$ cat src/rtl/tqd_consts.vh
// Register map, field positions and reset values of the quadrature decoder
`ifndef TQD_CONSTS_VH
`define TQD_CONSTS_VH
// ----------------------------------------
// Register indices (byte address is four times the index)
// ----------------------------------------
`define TQD_IDX_X_DIRECTION 16'h2560
`define TQD_IDX_X_COUNT 16'h2561
`define TQD_IDX_Y_DIRECTION 16'h2562
`define TQD_IDX_Y_COUNT 16'h2563
`define TQD_IDX_Z_DIRECTION 16'h2564
`define TQD_IDX_Z_COUNT 16'h2565
`define TQD_IDX_CONTROL 16'h2566
// ----------------------------------------
// Control fields and reset values
// ----------------------------------------
`define TQD_CTL_MODE_BIT 0
`define TQD_CTL_INIT_BIT 1
`define TQD_CTL_ON_BIT 2
`define TQD_CTL_RESET 3'h0
`define TQD_COUNT_RESET 8'h00
`define TQD_DIR_RESET 1'b0
// ----------------------------------------
// Bus answers
// ----------------------------------------
`define TQD_RESP_OKAY 2'h0
`define TQD_RESP_SLVERR 2'h2
`endif

$ cat src/rtl/tqd_sync2.v
// Two-flop synchroniser for the phase pins
`timescale 1ns/1ps
module tqd_sync2 #(
   parameter WIDTH = 6
) (
   // Clock and reset
   input wire aclk,
   input wire aresetn,
   // Data
   input wire [WIDTH-1:0] async_in,
   output reg [WIDTH-1:0] sync_out
);
   reg [WIDTH-1:0] meta_ff;

   always @(posedge aclk)
   begin
      if (!aresetn)
      begin
         meta_ff <= {WIDTH{1'b0}};
         sync_out <= {WIDTH{1'b0}};
      end
      else
      begin
         meta_ff <= async_in;
         sync_out <= meta_ff;
      end
   end
endmodule

$ cat src/rtl/tqd_axis.v
// One axis of the quadrature decoder: direction flag and movement count
`include "tqd_consts.vh"
`timescale 1ns/1ps
module tqd_axis #(
   parameter CW = 8
) (
   // Clock and reset
   input wire aclk,
   input wire aresetn,
   // Control
   input wire decoder_on,
   input wire decoder_reinit,
   input wire mode_inc,
   // Synchronised phases
   input wire phase_a,
   input wire phase_b,
   // State
   output reg dir_flag_ff,
   output reg [CW-1:0] count_ff
);
   reg prev_a_ff;
   reg prev_b_ff;
   reg seen_ff;
   reg nxt_dir;
   reg [CW-1:0] nxt_count;
   wire chg_a;
   wire chg_b;
   wire step;
   wire up;

   assign chg_a = phase_a ^ prev_a_ff;
   assign chg_b = phase_b ^ prev_b_ff;
   // One count per cycle with an edge on exactly one phase
   assign step = decoder_on & (chg_a ^ chg_b);
   // B leading A gives up; A leading B gives down
   assign up = chg_a ? (phase_a == phase_b) : (phase_a != phase_b);

   always @*
   begin
      nxt_dir = dir_flag_ff;
      nxt_count = count_ff;
      if (step)
      begin
         nxt_dir = up;
         // Reversal steps by mode; same direction keeps counting up
         if (seen_ff && (up != dir_flag_ff))
            nxt_count = mode_inc ? count_ff + 1'b1 : count_ff - 1'b1;
         else
            nxt_count = count_ff + 1'b1;
      end
   end

   always @(posedge aclk)
   begin
      if (!aresetn || decoder_reinit)
      begin
         dir_flag_ff <= `TQD_DIR_RESET;
         count_ff <= `TQD_COUNT_RESET;
         seen_ff <= 1'b0;
         // Reload history from the synced pins, else reinit makes a false step
         prev_a_ff <= phase_a;
         prev_b_ff <= phase_b;
      end
      else
      begin
         // Track phases even when off so enabling makes no false step
         prev_a_ff <= phase_a;
         prev_b_ff <= phase_b;
         dir_flag_ff <= nxt_dir;
         count_ff <= nxt_count;
         if (step)
            seen_ff <= 1'b1;
      end
   end
endmodule

$ cat src/rtl/tqd_top.v
// Three-axis quadrature decoder with AXI4-Lite register slave
//
// The AXI4-Lite register port was chosen for this implementation.
`include "tqd_consts.vh"
`timescale 1ns/1ps
// Behaviour
// - Three independent phase pairs, one each for X, Y and Z.
// - One count per cycle in which exactly one phase of an axis changes.
// - Phase A changing before B means down.
// - Phase B changing before A means up.
// - Y and Z decode with the same direction rule as X.
// - Direction flag in bit 0, one is up, upper bits zero.
// - Read-only 8-bit movement count per axis, reset to zero.
// - Decoder counts only while control bit 2 is one.
// - Writing one to control bit 1 reinitialises the decoder.
// - Control bit 0 one: count increments on direction reversal.
module tqd_top (
   // Clock and reset
   input wire aclk,
   input wire aresetn,
   // AXI4-Lite write address
   input wire [31:0] s_axi_awaddr,
   input wire s_axi_awvalid,
   output reg s_axi_awready,
   // AXI4-Lite write data
   input wire [31:0] s_axi_wdata,
   input wire [3:0] s_axi_wstrb,
   input wire s_axi_wvalid,
   output reg s_axi_wready,
   // AXI4-Lite write response
   output reg [1:0] s_axi_bresp,
   output reg s_axi_bvalid,
   input wire s_axi_bready,
   // AXI4-Lite read address
   input wire [31:0] s_axi_araddr,
   input wire s_axi_arvalid,
   output reg s_axi_arready,
   // AXI4-Lite read data
   output reg [31:0] s_axi_rdata,
   output reg [1:0] s_axi_rresp,
   output reg s_axi_rvalid,
   input wire s_axi_rready,
   // Phase pins
   input wire x_phase_a,
   input wire x_phase_b,
   input wire y_phase_a,
   input wire y_phase_b,
   input wire z_phase_a,
   input wire z_phase_b
);
   // ----------------------------------------
   // Internal state
   // ----------------------------------------
   reg mode_ff;
   reg on_ff;
   reg init_ff;
   reg [31:0] awaddr_ff;
   reg [31:0] wdata_ff;
   reg [3:0] wstrb_ff;
   reg aw_held_ff;
   reg w_held_ff;
   wire [5:0] phase_sync;
   wire x_dir_flag;
   wire y_dir_flag;
   wire z_dir_flag;
   wire [7:0] x_move_count;
   wire [7:0] y_move_count;
   wire [7:0] z_move_count;
   wire do_write;
   wire ctl_hit;

   // Word index from a byte address; low two bits ignored
   function [15:0] tqd_index;
      input [31:0] addr;
      begin
         tqd_index = addr[17:2];
      end
   endfunction

   // Direction register word: flag in bit 0, reserved bits read zero
   function [31:0] tqd_dir_word;
      input flag;
      begin
         tqd_dir_word = {31'h0, flag};
      end
   endfunction

   // Count register word: 8-bit count, reserved bits read zero
   function [31:0] tqd_count_word;
      input [7:0] count;
      begin
         tqd_count_word = {24'h0, count};
      end
   endfunction

   // Pins are asynchronous to aclk
   tqd_sync2 #(
      .WIDTH(6)
   ) u_sync (
      .aclk(aclk),
      .aresetn(aresetn),
      .async_in({z_phase_b, z_phase_a, y_phase_b, y_phase_a, x_phase_b, x_phase_a}),
      .sync_out(phase_sync)
   );

   // Identical decoders for the three axes
   tqd_axis #(.CW(8)) u_x (
      .aclk(aclk),
      .aresetn(aresetn),
      .decoder_on(on_ff),
      .decoder_reinit(init_ff),
      .mode_inc(mode_ff),
      .phase_a(phase_sync[0]),
      .phase_b(phase_sync[1]),
      .dir_flag_ff(x_dir_flag),
      .count_ff(x_move_count)
   );

   tqd_axis #(.CW(8)) u_y (
      .aclk(aclk),
      .aresetn(aresetn),
      .decoder_on(on_ff),
      .decoder_reinit(init_ff),
      .mode_inc(mode_ff),
      .phase_a(phase_sync[2]),
      .phase_b(phase_sync[3]),
      .dir_flag_ff(y_dir_flag),
      .count_ff(y_move_count)
   );

   tqd_axis #(.CW(8)) u_z (
      .aclk(aclk),
      .aresetn(aresetn),
      .decoder_on(on_ff),
      .decoder_reinit(init_ff),
      .mode_inc(mode_ff),
      .phase_a(phase_sync[4]),
      .phase_b(phase_sync[5]),
      .dir_flag_ff(z_dir_flag),
      .count_ff(z_move_count)
   );

   // ----------------------------------------
   // Write channel
   // ----------------------------------------
   assign do_write = aw_held_ff & w_held_ff & ~s_axi_bvalid;
   assign ctl_hit = (tqd_index(awaddr_ff) == `TQD_IDX_CONTROL);

   always @(posedge aclk)
   begin
      if (!aresetn)
      begin
         s_axi_awready <= 1'b1;
         aw_held_ff <= 1'b0;
         awaddr_ff <= 32'h00000000;
      end
      else
      begin
         if (s_axi_awvalid && s_axi_awready)
         begin
            awaddr_ff <= s_axi_awaddr;
            aw_held_ff <= 1'b1;
            s_axi_awready <= 1'b0;
         end
         else if (do_write)
            aw_held_ff <= 1'b0;
         // Next address only once the answer is taken
         if (s_axi_bvalid && s_axi_bready)
            s_axi_awready <= 1'b1;
      end
   end

   // ----------------------------------------
   // Write data capture
   // ----------------------------------------
   always @(posedge aclk)
   begin
      if (!aresetn)
      begin
         s_axi_wready <= 1'b1;
         w_held_ff <= 1'b0;
         wdata_ff <= 32'h00000000;
         wstrb_ff <= 4'h0;
      end
      else
      begin
         if (s_axi_wvalid && s_axi_wready)
         begin
            wdata_ff <= s_axi_wdata;
            wstrb_ff <= s_axi_wstrb;
            w_held_ff <= 1'b1;
            s_axi_wready <= 1'b0;
         end
         else if (do_write)
            w_held_ff <= 1'b0;
         if (s_axi_bvalid && s_axi_bready)
            s_axi_wready <= 1'b1;
      end
   end

   // ----------------------------------------
   // Write response
   // ----------------------------------------
   always @(posedge aclk)
   begin
      if (!aresetn)
      begin
         s_axi_bvalid <= 1'b0;
         s_axi_bresp <= `TQD_RESP_OKAY;
      end
      else if (do_write)
      begin
         s_axi_bvalid <= 1'b1;
         // Only the control register takes writes
         s_axi_bresp <= ctl_hit ? `TQD_RESP_OKAY : `TQD_RESP_SLVERR;
      end
      else if (s_axi_bvalid && s_axi_bready)
         s_axi_bvalid <= 1'b0;
   end

   // ----------------------------------------
   // Control register
   // ----------------------------------------
   always @(posedge aclk)
   begin
      if (!aresetn)
      begin
         mode_ff <= 1'b0;
         on_ff <= 1'b0;
         init_ff <= 1'b0;
      end
      else
      begin
         // Reinit is a one-cycle strobe, so bit 1 reads back as zero
         init_ff <= 1'b0;
         if (do_write && ctl_hit && wstrb_ff[0])
         begin
            mode_ff <= wdata_ff[`TQD_CTL_MODE_BIT];
            on_ff <= wdata_ff[`TQD_CTL_ON_BIT];
            init_ff <= wdata_ff[`TQD_CTL_INIT_BIT];
         end
      end
   end

   // ----------------------------------------
   // Read channel
   // ----------------------------------------
   reg [31:0] nxt_rdata;
   reg [1:0] nxt_rresp;

   always @*
   begin
      nxt_rresp = `TQD_RESP_OKAY;
      case (tqd_index(s_axi_araddr))
         `TQD_IDX_X_DIRECTION: nxt_rdata = tqd_dir_word(x_dir_flag);
         `TQD_IDX_X_COUNT: nxt_rdata = tqd_count_word(x_move_count);
         `TQD_IDX_Y_DIRECTION: nxt_rdata = tqd_dir_word(y_dir_flag);
         `TQD_IDX_Y_COUNT: nxt_rdata = tqd_count_word(y_move_count);
         `TQD_IDX_Z_DIRECTION: nxt_rdata = tqd_dir_word(z_dir_flag);
         `TQD_IDX_Z_COUNT: nxt_rdata = tqd_count_word(z_move_count);
         `TQD_IDX_CONTROL: nxt_rdata = {29'h0, on_ff, 1'b0, mode_ff};
         default:
         begin
            nxt_rdata = 32'h00000000;
            nxt_rresp = `TQD_RESP_SLVERR;
         end
      endcase
   end

   always @(posedge aclk)
   begin
      if (!aresetn)
      begin
         s_axi_arready <= 1'b1;
         s_axi_rvalid <= 1'b0;
      end
      else if (s_axi_arvalid && s_axi_arready)
      begin
         s_axi_arready <= 1'b0;
         s_axi_rvalid <= 1'b1;
      end
      else if (s_axi_rvalid && s_axi_rready)
      begin
         s_axi_rvalid <= 1'b0;
         s_axi_arready <= 1'b1;
      end
   end

   // ----------------------------------------
   // Read data
   // ----------------------------------------
   always @(posedge aclk)
   begin
      if (!aresetn)
      begin
         s_axi_rdata <= 32'h00000000;
         s_axi_rresp <= `TQD_RESP_OKAY;
      end
      else if (s_axi_arvalid && s_axi_arready)
      begin
         // Sampled once at the address edge, so the word stands while waiting
         s_axi_rdata <= nxt_rdata;
         s_axi_rresp <= nxt_rresp;
      end
   end
endmodule

$ cat config.mk
export PLATFORM = sky130hd
export DESIGN_NAME = tqd_top
export DESIGN_NICKNAME = d
export VERILOG_FILES = /design/src/rtl/tqd_sync2.v /design/src/rtl/tqd_axis.v /design/src/rtl/tqd_top.v
export VERILOG_INCLUDE_DIRS = /design/src /design/src/rtl
export SDC_FILE = /design/constraint.sdc
export NUM_CORES = 1
export LEC_CHECK = 0
export BUFFER_PORTS_ARGS = -buffer_cell sky130_fd_sc_hd__buf_2
export CAP_MARGIN = 20
export CORE_MARGIN = 5
export CORE_UTILIZATION = 35
export CTS_BUF_LIST = sky130_fd_sc_hd__clkbuf_8
export DETAILED_ROUTE_END_ITERATION = 8
export GPL_TIMING_DRIVEN = 1
export RECOVER_POWER = 25
export SYNTH_ARGS = -nofsm -noshare
export SYNTH_HDL_FRONTEND = slang
export SYNTH_HIERARCHICAL = 1
export SYNTH_SLANG_ARGS = --single-unit
$ cat constraint.sdc
create_clock -name aclk -period 3.16 [get_ports aclk]
set_input_delay 0.316 -clock aclk [delete_from_list [all_inputs] [get_ports aclk]]
set_output_delay 0.316 -clock aclk [all_outputs]
set_load 0.02 [all_outputs]
==> run_results.csv <==
group,metric,value,unit
outcome,outcome,"finished, violations left",
outcome,violations,"max-capacitance violations, max-slew violations",
critical_path,crit_required,3.43,ns
die,initial_core_util,35.83,%
place,gp_routability_congestion,0.8523,
sta,slew_headroom,-6.113,%
cells_and_area,stdcell_area,0.004827,mm2
sta,final-setup-viol-count,0,
job,drv_cap,1,
sta,final.setup_skew,0.009105,ns
die,die_width,121.1,um
clocking,tritoncts,"built",
power,ir_worst_vdd,0.2179,mV
place,hpwl,6960,um
sta,period_needed,2.182,ns
critical_path,crit_path_end,"s_axi_rdata[0]$_SDFFE_PN0P_",
synthesis,synth_ff_type,"dfxtp_1",
sta,slew_viol_final,47,
route,wire_per_inst,12.82,um
critical_path,path_class,"in -> reg",
synthesis,netlist_area,0.004322,mm2
critical_path,start_kind,"input port",
synthesis,synth_seq_cells,88,
clocking,path_clk_slew,0.09,ns
sta,max_freq,0.4583,GHz
clocking,cts_setup_buffers,0,
synthesis,yosys.area.top_type,"dfxtp_1",
critical_path,cp_top_family,"buffers and inverters",
clocking,root_buffer,"clkbuf_8",
synthesis,syn_avg_cell_area,8.784,um2
sta,fin_crit_sh,69.04,%
global_route,grt_pass1_vias,3342,
critical_path,worst-path-buf-inv,2,
critical_path,crit_chain,"buf_2 -> clkbuf_1 -> nand3_1 -> o21ai_0",
synthesis,synth_top_cell_area_share,40.76,%
global_route,grt-ovfl-total,0,
synthesis,yosysWarnings,6,
cells_and_area,drive_gt1_share,19.13,%
critical_path,crit_path_end_kind,"flip-flop",
die,rows,40,
clocking,worst_skew_pair.late_latency,0.35,ns
critical_path,cp_max_fo,46,
critical_path,cp.depth,4,
critical_path,rr_endpoint,"u_y/count_ff[5]$_SDFFE_PP0P_",
cells_and_area,fin_nets,663,
synthesis,async_flop_share,0,%
place,io_buffers,63,
critical_path,crit_slowest_cell,"clkbuf_1",
route,totalWireLength,9189,um
synthesis,synth_cells,492,
sta,rsz0062_at_grt,"false",
sta,tightestPinTransition,1.592,ns
global_route,grt_pass1_wl,15660,um
critical_path,startpoint,"aresetn",
route,vias,3479,
route,viasPerCell,4.852,
clocking,cts_buffer_depth,2,
clocking,hold_buffers,0,
cells_and_area,area_delta_synth_final,11.70,%
synthesis,seq_area_frac_synth,40.76,%
clocking,htreeDepth,3,
critical_path,r2r_start,"u_y/dir_flag_ff$_SDFFE_PP0P_",
place,place_area,0.004654,mm2
synthesis,synth.most_common_cell,"dfxtp_1",
synthesis,synth_edf_count,0,
sta,finalSetupTns,0,ns
route,drc,0,
hold_path,hold_class,"in -> reg",
synthesis,synth_cell_type_count,51,
clocking,cts_buffers,9,
route,ant_nets,0,
clocking,postCtsResizedCells,0,
die,ios,154,
route,initialDrtViolationCount,177,
global_route,grt_use_total,12.79,%
die,design.core.area,0.01206,mm2
global_route,antenna_found_initial,1,
critical_path,r2r_slack,1.18,ns
die,fp.dieH,121.1,um
power,power,2.050,mW
clocking,cts_sinks,88,
critical_path,cpPeakStageDelay,1.17,ns
die,dieArea,0.01467,mm2
global_route,grt_max_degree,47,
synthesis,synth_common_cells,"dfxtp_1 (88), nand2_1 (66), a21boi_0 (26), buf_4 (26), nor2_1 (25)",
power,p_leak,1.940,nW
critical_path,ff2ff_path_depth,5,
route,firstDrtPassIters,5,
cells_and_area,n_antenna_cell,0,
sta,hold_ws,0.1746,ns
power,power_density,424.7,mW/mm2
critical_path,arrival,2.45,ns
sta,final-hold-violation-count,0,
synthesis,ys_top_cells_by_area,"dfxtp_1 (41%), nand2_1 (5.7%), a21boi_0 (4.5%)",
## state kept, by name (all words and copies together), names as in the netlist, 3 cells and up
name / count
awaddr_ff: 16
s_axi_rdata: 8
u_x/count_ff: 8
u_y/count_ff: 8
u_z/count_ff: 8
u_sync/meta_ff: 6
u_sync/sync_out: 6
wdata_ff: 3
## cells in the final DEF (no fill, tap or decap), types with 8 or more instances in the layout
| cell type | n |
|---|---|
| buf_2 | 63 |
| nor3_1 | 10 |
| clkbuf_8 | 9 |
| nand2_1 | 66 |
| nor2_1 | 25 |
| a22oi_1 | 12 |
| a21oi_1 | 23 |
| dfxtp_1 | 88 |
| or4_1 | 12 |
| a21boi_0 | 26 |
| and2_2 | 8 |
| xnor2_1 | 9 |
| xor2_1 | 9 |
| o211ai_1 | 15 |
| nor2b_1 | 11 |
| inv_1 | 14 |
| conb_1 | 26 |
| o21ai_0 | 16 |
| nand3_1 | 10 |
## report_power, final
| part | switching (mW) | total [mW] | internal (mW) | leakage, nW |
|---|---|---|---|---|
| Combinational | 0.114 | 0.183 | 0.0691 | 1.13 |
| Clock | 0.415 | 0.707 | 0.293 | 0.0904 |
| Sequential | 0.0180 | 1.16 | 1.14 | 0.717 |
## through the flow
stage | std cells | worst slack [ns] | utilization, %
after floorplan | 517 | 1.441 | -
after global placement | 701 | 1.251 | 38.59
after detailed placement | 701 | 1.228 | 38.59
after CTS | 717 | 1.192 | 40.05
after global routing | 717 | 0.6347 | 40.02
final | 717 | 0.9782 | 40.02
## area by class of cell
class | count | area (um2)
Fill cell | 1239 | 7234
Multi-Input combinational cell | 366 | 2300
Sequential cell | 88 | 1762
Timing Repair Buffer | 65 | 326.6
Tap cell | 168 | 210.2
Clock buffer | 9 | 123.9
Clock inverter | 7 | 52.55
Inverter | 14 | 52.55
## per-layer routing
layer	track usage [%]	vias up	part of all wire, %	routed length [um]
li1	-	1789	-	-
met1	16.67	1589	49	4514
met2	20.67	88	44	4052
met3	3.823	11	5.6	519
met4	3.258	2	0.97	89
met5	0	-	0.12	11
## worst min path at each step
stage               cells after the start  slack [ns]                           from                      endpoint
floorplan                               0        0.35  u_sync/sync_out[0]$_SDFF_PN0_         u_x/prev_a_ff$_DFF_P_
finish                                  2        0.17                  s_axi_awvalid    s_axi_awready$_SDFFE_PP1P_
global placement                        0        0.35  u_sync/sync_out[0]$_SDFF_PN0_         u_x/prev_a_ff$_DFF_P_
CTS                                     2        0.15                  s_axi_awvalid    s_axi_awready$_SDFFE_PP1P_
detailed placement                      0        0.36  u_sync/sync_out[0]$_SDFF_PN0_         u_x/prev_a_ff$_DFF_P_
global route                            2        0.16                      y_phase_a  u_sync/meta_ff[2]$_SDFF_PN0_
## kinds of logic after synthesis
| group | share of synthesized area, % |
|---|---|
| compound gates | 17.28 |
| other cells | 0.08677 |
| fa+ha+maj | 1.737 |
| buf+inv | 8.193 |
| flops | 40.76 |
| xor+xnor | 5.385 |
| mux | 2.721 |
| simple gates | 23.83 |
No activity file was read; power rests on OpenSTA's default activity.
